**src/verilog/nic_cfg.svh**
```systemverilog
// Constants for the nested priority interrupt controller: offsets, encodings, reset values.
// Assumes it is included once, through the package, before any module that uses it.
`ifndef NIC_CFG_SVH
`define NIC_CFG_SVH

// Priority pair encodings {upper, lower}, as stored in the condition flags and per vector.
`define CFG_PAIR_L0       2'h2
`define CFG_PAIR_L1       2'h1
`define CFG_PAIR_L2       2'h0
`define CFG_PAIR_L3       2'h3
`define CFG_CC_HI_BIT     5
`define CFG_CC_LO_BIT     3
`define CFG_CC_RESET      8'hEA
`define CFG_PRIO_RESET    8'hFF
`define CFG_PRIO3_RO_MASK 8'hF0

// Register byte offsets on the bus.
`define CFG_OFF_CFLAGS    8'h00
`define CFG_OFF_PRIO0     8'h04
`define CFG_OFF_PRIO3     8'h10
`define CFG_OFF_SENSE     8'h14
`define CFG_OFF_SELECT    8'h18
`define CFG_OFF_STATUS    8'h1C
`define CFG_PRIO_REGS     4

// Service vector codes.
`define CFG_VEC_TLI       4'h0
`define CFG_VEC_TRAP      4'hE
`define CFG_VEC_RESET     4'hF

// Core instruction codes.
`define CFG_OP_UNMASK     3'h0
`define CFG_OP_MASK       3'h1
`define CFG_OP_STOP       3'h2
`define CFG_OP_SLEEP      3'h3
`define CFG_OP_RETURN     3'h4
`define CFG_OP_POP_CC     3'h5
`define CFG_OP_TRAP       3'h6

// External pin sensitivity codes.
`define CFG_SENSE_FALL    2'h0
`define CFG_SENSE_RISE    2'h1
`define CFG_SENSE_BOTH    2'h2
`define CFG_SENSE_FALLLOW 2'h3
`define CFG_SENSE_RESET   9'h000
`define CFG_SELECT_RESET  16'h0000
`define CFG_SENSE_TLI_BIT 8

// Vector roles.
`define CFG_WAKE_MASK     14'h20BF
`define CFG_PERIPH_MASK   14'h3F82
`define CFG_EXT_BASE      2

`define CFG_HTRANS_NONSEQ 2'h2
`define CFG_HRESP_OKAY    1'h0

`endif

```
**src/verilog/nic_pkg.sv**
```systemverilog
// Types and small helper functions of the nested priority interrupt controller.
// Assumes nic_cfg.svh sits beside it on the include path.
package nic_pkg;
`include "nic_cfg.svh"

    typedef enum logic [2:0] {
        pm_run   = 3'h1,
        pm_sleep = 3'h2,
        pm_stop  = 3'h4
    } power_mode_e;

    // Numeric rank 0..3 of a priority pair, so that plain comparison orders levels.
    function automatic logic [1:0] rank_of(input logic [1:0] pair);
        case (pair)
            `CFG_PAIR_L0: rank_of = 2'h0;
            `CFG_PAIR_L1: rank_of = 2'h1;
            `CFG_PAIR_L2: rank_of = 2'h2;
            default:      rank_of = 2'h3;
        endcase
    endfunction

    function automatic logic [7:0] set_level(input logic [7:0] cc, input logic [1:0] pair);
        logic [7:0] r;
        r = cc;
        r[`CFG_CC_HI_BIT] = pair[1];
        r[`CFG_CC_LO_BIT] = pair[0];
        set_level = r;
    endfunction

    function automatic logic [1:0] level_of(input logic [7:0] cc);
        level_of = {cc[`CFG_CC_HI_BIT], cc[`CFG_CC_LO_BIT]};
    endfunction
endpackage

```
**src/verilog/nested_priority_interrupt_controller.sv**
```systemverilog
// Nested priority interrupt controller with an AHB-Lite register slave.
// Assumes the core, peripherals and bus master run on hclk; only the pins are asynchronous.
//
// Implementation choices: the placing of the registers and the AHB-Lite slave port.
`timescale 1ns/1ps
module nested_priority_interrupt_controller
    import nic_pkg::*;
#(
    parameter int                N_VEC       = 14,
    parameter int                EXT_GROUPS  = 4,
    parameter int                GROUP_PINS  = 4,
    parameter logic [N_VEC-1:0]  WAKE_MASK   = `CFG_WAKE_MASK,
    parameter logic [N_VEC-1:0]  PERIPH_MASK = `CFG_PERIPH_MASK
)(
    input  wire logic                          hclk,
    input  wire logic                          hresetn,
    input  wire logic                          ce,
    input  wire logic                          hsel,
    input  wire logic [31:0]                   haddr,
    input  wire logic [1:0]                    htrans,
    input  wire logic                          hwrite,
    input  wire logic [2:0]                    hsize,
    input  wire logic [31:0]                   hwdata,
    input  wire logic                          hready,
    output logic      [31:0]                   hrdata,
    output logic                               hreadyout,
    output logic                               hresp,
    input  wire logic                          top_level_pin_request,
    input  wire logic [EXT_GROUPS*GROUP_PINS-1:0] ext_pins,
    input  wire logic [N_VEC-1:0]              periph_flag,
    input  wire logic [N_VEC-1:0]              periph_en,
    input  wire logic [N_VEC-1:0]              periph_clear,
    input  wire logic                          instr_valid,
    input  wire logic [2:0]                    instr_op,
    input  wire logic [7:0]                    pop_cc,
    input  wire logic                          entry_ack,
    output logic                               svc_req,
    output logic      [3:0]                    svc_vector,
    output logic                               entry_pulse,
    output logic      [7:0]                    stack_cc,
    output logic                               stack_en,
    output logic                               wake_pulse,
    output logic      [7:0]                    core_condition_flags,
    output logic      [2:0]                    power_mode
);
    localparam int NPINS = EXT_GROUPS * GROUP_PINS;

    // Register state.
    logic [7:0]        cc_r;
    logic [8:0]        sense_r;
    logic [NPINS-1:0]  select_r;
    logic [N_VEC-1:0]  pend_r;
    logic [N_VEC-1:0]  pend_nxt;
    logic              trap_pend_r;
    logic              rst_pend_r;
    logic              stop_exit_r;
    power_mode_e       st_r;

    // Bus slave state.
    logic              ph_wr_r;
    logic              ph_ok_r;
    logic [7:0]        ph_addr_r;
    logic [1:0]        rd_stage_r;
    logic [7:0]        prio_rd;
    logic [8*`CFG_PRIO_REGS-1:0] all_pairs;

    // Pin synchronisers; stage three only remembers the previous settled value.
    logic              tli_s1_r, tli_s2_r, tli_s3_r;
    logic [NPINS-1:0]  ext_s1_r, ext_s2_r, ext_s3_r;

    logic              take;
    logic              bus_wr;
    logic [7:0]        prio_off;
    logic              prio_hit;
    logic              tli_evt;
    logic [N_VEC-1:0]  grp_evt;
    logic [N_VEC-1:0]  cand;
    logic              wake_filter;
    logic [1:0]        cur_rank;
    logic              best_ok;
    logic [2:0]        best_rank;
    logic [3:0]        best_idx;
    logic              sel_valid;
    logic [3:0]        sel_vec;
    logic              ack;
    logic [1:0]        ack_pair;
    logic              instr_trap;

    assign take      = hsel & hready & (htrans == `CFG_HTRANS_NONSEQ);
    assign bus_wr    = ph_wr_r & ph_ok_r & hready;
    assign prio_off  = ph_addr_r - `CFG_OFF_PRIO0;
    assign prio_hit  = (ph_addr_r >= `CFG_OFF_PRIO0) && (ph_addr_r <= `CFG_OFF_PRIO3);
    assign ack       = entry_ack & svc_req;
    assign ack_pair  = all_pairs[{svc_vector, 1'b0} +: 2];
    assign instr_trap = instr_valid && (instr_op == `CFG_OP_TRAP);

    prio_store #(
        .N_REGS    (`CFG_PRIO_REGS)
    ) u_prio (
        .clk       (hclk),
        .rstn      (hresetn),
        .ce        (ce),
        .wr_en     (bus_wr && prio_hit),
        .wr_idx    (prio_off[3:2]),
        .wr_data   (hwdata[7:0]),
        .rd_en     (rd_stage_r == 2'h1),
        .rd_idx    (prio_off[3:2]),
        .rd_data_r (prio_rd),
        .all_pairs (all_pairs)
    );

    always_ff @(posedge hclk or negedge hresetn) begin
        if (!hresetn) begin
            tli_s1_r <= 1'b1;
            tli_s2_r <= 1'b1;
            tli_s3_r <= 1'b1;
            ext_s1_r <= '1;
            ext_s2_r <= '1;
            ext_s3_r <= '1;
        end else if (ce) begin
            tli_s1_r <= top_level_pin_request;
            tli_s2_r <= tli_s1_r;
            tli_s3_r <= tli_s2_r;
            ext_s1_r <= ext_pins;
            ext_s2_r <= ext_s1_r;
            ext_s3_r <= ext_s2_r;
        end
    end

    // Pin event detection per group, with every selected pin ORed onto the group line.
    always_comb begin
        logic cur;
        logic prv;
        logic hit;
        cur = 1'b0;
        prv = 1'b0;
        hit = 1'b0;
        grp_evt = '0;
        tli_evt = sense_r[`CFG_SENSE_TLI_BIT] ? (tli_s2_r & ~tli_s3_r) : (~tli_s2_r & tli_s3_r);
        for (int g = 0; g < EXT_GROUPS; g++) begin
            for (int p = 0; p < GROUP_PINS; p++) begin
                cur = ext_s2_r[g*GROUP_PINS + p];
                prv = ext_s3_r[g*GROUP_PINS + p];
                case (sense_r[2*g +: 2])
                    `CFG_SENSE_FALL: hit = prv & ~cur;
                    `CFG_SENSE_RISE: hit = ~prv & cur;
                    `CFG_SENSE_BOTH: hit = prv ^ cur;
                    default:         hit = ~cur;
                endcase
                if (select_r[g*GROUP_PINS + p] && hit) begin
                    grp_evt[`CFG_EXT_BASE + g] = 1'b1;
                end
            end
        end
    end

    // Request latches: pin edges hold until entry, peripheral requests follow flag and enable.
    always_comb begin
        pend_nxt = '0;
        for (int i = 0; i < N_VEC; i++) begin
            if (PERIPH_MASK[i]) begin
                pend_nxt[i] = periph_flag[i] & periph_en[i] & ~periph_clear[i];
            end else if (i == 0) begin
                pend_nxt[i] = tli_evt | (pend_r[i] & ~(ack && svc_vector == `CFG_VEC_TLI));
            end else if (i >= `CFG_EXT_BASE && i < `CFG_EXT_BASE + EXT_GROUPS) begin
                pend_nxt[i] = grp_evt[i] | (pend_r[i] & ~(ack && svc_vector == 4'(i)));
            end
        end
    end

    always_ff @(posedge hclk or negedge hresetn) begin
        if (!hresetn) begin
            pend_r <= '0;
        end else if (ce) begin
            pend_r <= pend_nxt;
        end
    end

    // Arbitration: rank first, then the lower index; the top pin ranks above level 3.
    always_comb begin
        logic [2:0] r;
        r = 3'h0;
        cur_rank    = rank_of(level_of(cc_r));
        wake_filter = stop_exit_r | (st_r == pm_stop);
        best_ok     = 1'b0;
        best_rank   = 3'h0;
        best_idx    = 4'h0;
        for (int i = N_VEC - 1; i >= 0; i--) begin
            r = (i == 0) ? 3'h4 : {1'b0, rank_of(all_pairs[2*i +: 2])};
            cand[i] = pend_r[i] && ((i == 0) || (r > {1'b0, cur_rank}))
                      && (!wake_filter || WAKE_MASK[i]);
            if (cand[i] && (!best_ok || r >= best_rank)) begin
                best_ok   = 1'b1;
                best_rank = r;
                best_idx  = 4'(i);
            end
        end
        sel_valid = rst_pend_r | trap_pend_r | best_ok;
        if (rst_pend_r) begin
            sel_vec = `CFG_VEC_RESET;
        end else if (trap_pend_r) begin
            sel_vec = `CFG_VEC_TRAP;
        end else begin
            sel_vec = best_idx;
        end
    end

    always_ff @(posedge hclk or negedge hresetn) begin
        if (!hresetn) begin
            rst_pend_r  <= 1'b1;
            trap_pend_r <= 1'b0;
        end else if (ce) begin
            if (ack && svc_vector == `CFG_VEC_RESET) begin
                rst_pend_r <= 1'b0;
            end
            if (instr_trap) begin
                trap_pend_r <= 1'b1;
            end else if (ack && svc_vector == `CFG_VEC_TRAP) begin
                trap_pend_r <= 1'b0;
            end
        end
    end

    always_ff @(posedge hclk or negedge hresetn) begin
        if (!hresetn) begin
            svc_req    <= 1'b0;
            svc_vector <= 4'h0;
        end else if (ce) begin
            // Dropped for one cycle after an entry so the new level takes part in the next choice.
            // Also held low as a stop or sleep is taken, since the core answers no offer while idle.
            svc_req    <= sel_valid && (st_r == pm_run) && !ack
                          && !(instr_valid && (instr_op == `CFG_OP_STOP || instr_op == `CFG_OP_SLEEP));
            svc_vector <= sel_vec;
        end
    end

    always_ff @(posedge hclk or negedge hresetn) begin
        if (!hresetn) begin
            st_r        <= pm_run;
            stop_exit_r <= 1'b0;
            wake_pulse  <= 1'b0;
        end else if (ce) begin
            wake_pulse <= 1'b0;
            if (ack) begin
                stop_exit_r <= 1'b0;
            end
            case (st_r)
                pm_run: begin
                    if (instr_valid && instr_op == `CFG_OP_STOP) begin
                        st_r <= pm_stop;
                    end else if (instr_valid && instr_op == `CFG_OP_SLEEP) begin
                        st_r <= pm_sleep;
                    end
                end
                pm_sleep: begin
                    if (sel_valid) begin
                        st_r       <= pm_run;
                        wake_pulse <= 1'b1;
                    end
                end
                pm_stop: begin
                    if (sel_valid) begin
                        st_r        <= pm_run;
                        stop_exit_r <= 1'b1;
                        wake_pulse  <= 1'b1;
                    end
                end
                default: st_r <= pm_run;
            endcase
        end
    end

    // Condition flags: entry beats an instruction, which beats a bus write.
    always_ff @(posedge hclk or negedge hresetn) begin
        if (!hresetn) begin
            cc_r        <= `CFG_CC_RESET;
            stack_cc    <= 8'h00;
            stack_en    <= 1'b0;
            entry_pulse <= 1'b0;
        end else if (ce) begin
            entry_pulse <= ack;
            if (ack) begin
                stack_cc <= cc_r;
                stack_en <= (svc_vector != `CFG_VEC_RESET);
                if (svc_vector == `CFG_VEC_RESET || svc_vector == `CFG_VEC_TRAP
                    || svc_vector == `CFG_VEC_TLI) begin
                    cc_r <= set_level(cc_r, `CFG_PAIR_L3);
                end else begin
                    cc_r <= set_level(cc_r, ack_pair);
                end
            end else if (instr_valid) begin
                case (instr_op)
                    `CFG_OP_UNMASK: cc_r <= set_level(cc_r, `CFG_PAIR_L0);
                    `CFG_OP_MASK:   cc_r <= set_level(cc_r, `CFG_PAIR_L3);
                    `CFG_OP_STOP:   cc_r <= set_level(cc_r, `CFG_PAIR_L0);
                    `CFG_OP_SLEEP:  cc_r <= set_level(cc_r, `CFG_PAIR_L0);
                    `CFG_OP_RETURN: cc_r <= pop_cc;
                    `CFG_OP_POP_CC: cc_r <= pop_cc;
                    default:        cc_r <= cc_r;
                endcase
            end else if (bus_wr && ph_addr_r == `CFG_OFF_CFLAGS) begin
                cc_r <= hwdata[7:0];
            end
        end
    end

    always_ff @(posedge hclk or negedge hresetn) begin
        if (!hresetn) begin
            sense_r  <= `CFG_SENSE_RESET;
            select_r <= `CFG_SELECT_RESET;
        end else if (ce && bus_wr) begin
            if (ph_addr_r == `CFG_OFF_SENSE) begin
                sense_r <= hwdata[8:0];
            end
            if (ph_addr_r == `CFG_OFF_SELECT) begin
                select_r <= hwdata[NPINS-1:0];
            end
        end
    end

    // Bus slave: writes finish with no wait state; reads wait two cycles for the store's read register.
    always_ff @(posedge hclk or negedge hresetn) begin
        if (!hresetn) begin
            ph_wr_r    <= 1'b0;
            ph_ok_r    <= 1'b0;
            ph_addr_r  <= 8'h00;
            rd_stage_r <= 2'h0;
            hreadyout  <= 1'b1;
            hresp      <= `CFG_HRESP_OKAY;
            hrdata     <= 32'h0000_0000;
        end else if (ce) begin
            hresp <= `CFG_HRESP_OKAY;
            if (rd_stage_r == 2'h1) begin
                rd_stage_r <= 2'h2;
            end else if (rd_stage_r == 2'h2) begin
                rd_stage_r <= 2'h0;
                hreadyout  <= 1'b1;
                if (!ph_ok_r) begin
                    hrdata <= 32'h0000_0000;
                end else if (prio_hit) begin
                    hrdata <= {24'h00_0000, prio_rd};
                end else begin
                    case (ph_addr_r)
                        `CFG_OFF_CFLAGS: hrdata <= {24'h00_0000, cc_r};
                        `CFG_OFF_SENSE:  hrdata <= 32'(sense_r);
                        `CFG_OFF_SELECT: hrdata <= 32'(select_r);
                        `CFG_OFF_STATUS: hrdata <= 32'({stop_exit_r, st_r, trap_pend_r, pend_r});
                        default:         hrdata <= 32'h0000_0000;
                    endcase
                end
            end else if (hready) begin
                ph_wr_r <= take & hwrite;
                if (take) begin
                    ph_addr_r <= haddr[7:0];
                    ph_ok_r   <= (haddr[31:8] == 24'h00_0000) && (haddr[1:0] == 2'h0);
                    if (!hwrite) begin
                        rd_stage_r <= 2'h1;
                        hreadyout  <= 1'b0;
                    end
                end
            end
        end
    end

    assign core_condition_flags = cc_r;
    assign power_mode           = st_r;
endmodule

```
**src/verilog/prio_store.sv**
```systemverilog
// Per-vector priority register file: byte registers of four two-bit pairs each.
// Assumes one write and one read request at most per cycle, both from the bus slave.
`timescale 1ns/1ps
module prio_store
    import nic_pkg::*;
#(
    parameter int N_REGS = `CFG_PRIO_REGS
)(
    input  wire logic                    clk,
    input  wire logic                    rstn,
    input  wire logic                    ce,
    input  wire logic                    wr_en,
    input  wire logic [1:0]              wr_idx,
    input  wire logic [7:0]              wr_data,
    input  wire logic                    rd_en,
    input  wire logic [1:0]              rd_idx,
    output logic      [7:0]              rd_data_r,
    output logic      [8*N_REGS-1:0]     all_pairs
);
    logic [7:0] mem_r [N_REGS];

    always_comb begin
        for (int i = 0; i < N_REGS; i++) begin
            all_pairs[8*i +: 8] = mem_r[i];
        end
    end

    always_ff @(posedge clk or negedge rstn) begin
        if (!rstn) begin
            for (int i = 0; i < N_REGS; i++) begin
                mem_r[i] <= `CFG_PRIO_RESET;
            end
        end else if (ce && wr_en) begin
            for (int p = 0; p < 4; p++) begin
                // The level 0 code is not storable; such a pair keeps its old value.
                if (wr_data[2*p +: 2] != `CFG_PAIR_L0) begin
                    mem_r[wr_idx][2*p +: 2] <= wr_data[2*p +: 2];
                end
            end
            if (int'(wr_idx) == N_REGS - 1) begin
                mem_r[wr_idx] <= (mem_r[wr_idx] & `CFG_PRIO3_RO_MASK) | (`CFG_PRIO3_RO_MASK & `CFG_PRIO_RESET)
                                 | (merge_pairs(mem_r[wr_idx], wr_data) & ~`CFG_PRIO3_RO_MASK);
            end
        end
    end

    function automatic logic [7:0] merge_pairs(input logic [7:0] old_v, input logic [7:0] new_v);
        logic [7:0] r;
        r = old_v;
        for (int p = 0; p < 4; p++) begin
            if (new_v[2*p +: 2] != `CFG_PAIR_L0) begin
                r[2*p +: 2] = new_v[2*p +: 2];
            end
        end
        merge_pairs = r;
    endfunction

    always_ff @(posedge clk or negedge rstn) begin
        if (!rstn) begin
            rd_data_r <= 8'h00;
        end else if (ce && rd_en) begin
            rd_data_r <= mem_r[rd_idx];
        end
    end
endmodule
```
**config.mk**
```make
export PLATFORM = sky130hd
export DESIGN_NAME = nested_priority_interrupt_controller
export DESIGN_NICKNAME = d
export VERILOG_FILES = /design/src/verilog/nic_pkg.sv /design/src/verilog/nested_priority_interrupt_controller.sv /design/src/verilog/prio_store.sv
export VERILOG_INCLUDE_DIRS = /design/src /design/src/verilog
export SDC_FILE = /design/constraint.sdc
export NUM_CORES = 1
export LEC_CHECK = 0
export BUFFER_PORTS_ARGS = -buffer_cell sky130_fd_sc_hd__buf_2
export CAP_MARGIN = 25
export CORE_ASPECT_RATIO = 0.5
export CORE_UTILIZATION = 55
export DETAILED_ROUTE_END_ITERATION = 16
export PLACE_DENSITY = 0.79
export SLEW_MARGIN = 20
export SYNTH_ARGS = -nofsm -noshare
export SYNTH_HDL_FRONTEND = slang
export SYNTH_SLANG_ARGS = --single-unit
```
**constraint.sdc**
```tcl
create_clock -name hclk -period 44.1 [get_ports hclk]
set_input_delay 4.41 -clock hclk [delete_from_list [all_inputs] [get_ports hclk]]
set_output_delay 4.41 -clock hclk [all_outputs]
set_load 0.03 [all_outputs]
```
==> impl_metrics.toml <==
[final_layout]
area_delta_synth_final_pct = 13.7
final_area_um2 = 13300
instances_no_fill = 1580
antenna_cells = 0
final_util_pct = 64.4
drive_gt1_share_pct = 30.1
final.fill_count = 1627
nets = 1550

[route]
wirelength_um = 31800
drt_iter0_drc = 990
drc = 0
vias_per_cell = 6.05
antenna_left = 0
vias = 9555
dr.pass1.iters = 5
routedWlPerCell_um = 20.1

[logic_synthesis]
synth_seq_cells = 191
synth_area_leader_cell = "dfrtp_1"
yosysWarnings = 0
synth_common_cells = "nand2_1, ha_1, dfrtp_1, o21ai_0, inv_1"
synth_edf_count = 0
synth_top_flop_cell = "dfrtp_1"
avgSynthCellArea_um2 = 10.1
seq_area_frac_synth_pct = 41.7
postSynth.asyncResetShare_pct = 100
syn_inst = 1163
synth_area_um2 = 11700
yosys-top-cells-area = "dfrtp_1, dfstp_2, ha_1"
synth_most_common_cell = "nand2_1"
synth_cell_types = 72
synth_top_area_share_pct = 21.3

[setup_path]
required_ns = 44.48
crit_type = "reg -> reg"
cp_common_cell = "ha_1"
critical_path_arrival_ns = 17.16
path_buf_inv = 4
cp-start-kind = "flip-flop"
slowest_delay_ns = 0.79
path_max_fanout = 12
crit_family = "compound AO/OA/AOI/OAI gates"
slowest_stage = "a2111oi_1"
end_kind = "flip-flop"

[hold_path]
hold_class = "reg -> reg"

[place]
place_congestion = 0.966
port_buffers = 156
dpl_cell_area_um2 = 12700
dp.cells = 1545
pre_cts_ws_ns = 27.69
hpwl_um = 23400

[global_routing]
grt_pass1_vias = 9389
antenna_found_initial = 0
grt_usage_pct = 30.0
grt_overflow = 0
grt_max_degree = 113
grt_pass1_wl_um = 50900

[cts]
cts_buffers = 17
clk_latency_ns = 0.44
cts_sinks = 191
hold_buffers = 0
cts.repair.resized = 0
post-cts-setup-buffers = 0
cts_tree = "done"
cts-htree-levels = 4
clkTransAtPathRegs_ns = 0.07
cts_root_buf = "clkbuf_16"
clock_path_buffers = 2

[floorplanning]
dieArea_um2 = 22000
start_util_pct = 56.6
core-area_um2 = 20700
row_count = 37
die_h_um = 105
ios = 208
fp.dieW_um = 209

[sta]
final.period_utilization_pct = 38.1
setup_ws_ns = 27.32
fmax_ghz = 0.0596
final_hold_viol_count = 0
finClkSkew_ns = 0.0118
fin_tns_setup_ns = 0
tightest_slew_ns = 0.967
slew_headroom_pct = 35.5
rsz0062_at_grt = "no"
period_minus_slack_ns = 16.78
hold_ws_ns = 0.466
maxSlewViolCount = 0
setup_viol = 0

[power]
worst_ir_drop_vdd_mv = 0.0336
p_leak_nw = 6.30
power_density_nw_per_um2 = 49.8
power_mw = 0.665

[job]
cap_violations = 0

[status]
status = "finished, final reports clean"
==> layout make-up <==
class | instances | area [um2] | area share [%]
Clock buffer | 22 | 497 | 3.72
Sequential cell | 191 | 4890 | 36.7
Inverter | 95 | 357 | 2.67
Clock inverter | 10 | 118 | 0.881
Multi-Input combinational cell | 826 | 6250 | 46.8
Tap cell | 273 | 342 | 2.56
Timing Repair Buffer | 163 | 890 | 6.66
==> flip-flops by register name, indices dropped and copies added (netlist names), 4 cells and up, named ones only <==
signal and cells:
pend_r 13, sense_r 9, select_r 16, hrdata 19, ph_addr_r 8, u_prio.all_pairs 28
svc_vector 4, u_prio.rd_data_r 8, ext_s3_r 16, ext_s2_r 16, ext_s1_r 16, stack_cc 8
core_condition_flags 8
==> worst reg2reg max path: cells and delay by family, from the launching register on <==
family / cells / cell delay [ns]
and+or+nand+nor: 23 / 3.89
DFF: 1 / 0.61
AOI/OAI and AO/OA: 34 / 7.50
adders and majority gates: 13 / 3.63
buffers and inverters: 4 / 0.72
muxes: 1 / 0.33
==> layout by cell type, fill, tap and decap left out, types with 28 or more instances in the layout <==
cell	count
buf_2	154
nand2_1	139
ha_1	109
o21ai_0	100
dfrtp_1	100
inv_1	95
dfstp_2	91
nor2_1	80
mux2_2	62
a21oi_1	43
mux4_2	28
==> path summary, 6_finish.rpt <==
| check | from | to | slack (ns) | depth (start not counted) |
|---|---|---|---|---|
| setup reg to reg | core_condition_flags[5] | svc_vector[3] | 27.32 | 75 |
| hold reg to reg | hreadyout | hreadyout | 0.47 | 2 |
| hold / removal | hreadyout | hreadyout | 0.47 | 2 |
| setup / recovery | core_condition_flags[5] | svc_vector[3] | 27.32 | 75 |
| max in group asynchronous | hresetn | u_prio.all_pairs[7] | 39.14 | 3 |
| min in group asynchronous | hresetn | ext_s2_r[15] | 4.18 | 1 |
==> report_power, final <==
group / switching (mW) / total, mW / internal (mW) / leakage, nW
clock network: 0.0719 / 0.160 / 0.0881 / 0.304
logic: 0.149 / 0.249 / 0.100 / 3.71
registers: 0.0413 / 0.255 / 0.214 / 2.29
==> per-layer routing <==
metal	wire (um)	global-route usage [%]
met5	0	0
met4	467	7.98
met3	2940	7.96
met2	14800	48.5
met1	13500	40.3
==> cells by family after synthesis <==
family / Yosys count / share of synthesized area (%)
and+or+nand+nor: 323 / 12.8
AOI/OAI and AO/OA: 279 / 16.0
DFF: 191 / 41.7
buffers and inverters: 159 / 5.60
adders and majority gates: 109 / 11.6
muxes: 100 / 12.2
other: 1 / 0.0319
xor gates and xnor gates: 1 / 0.0746
Power figures use the tool's default switching activity.
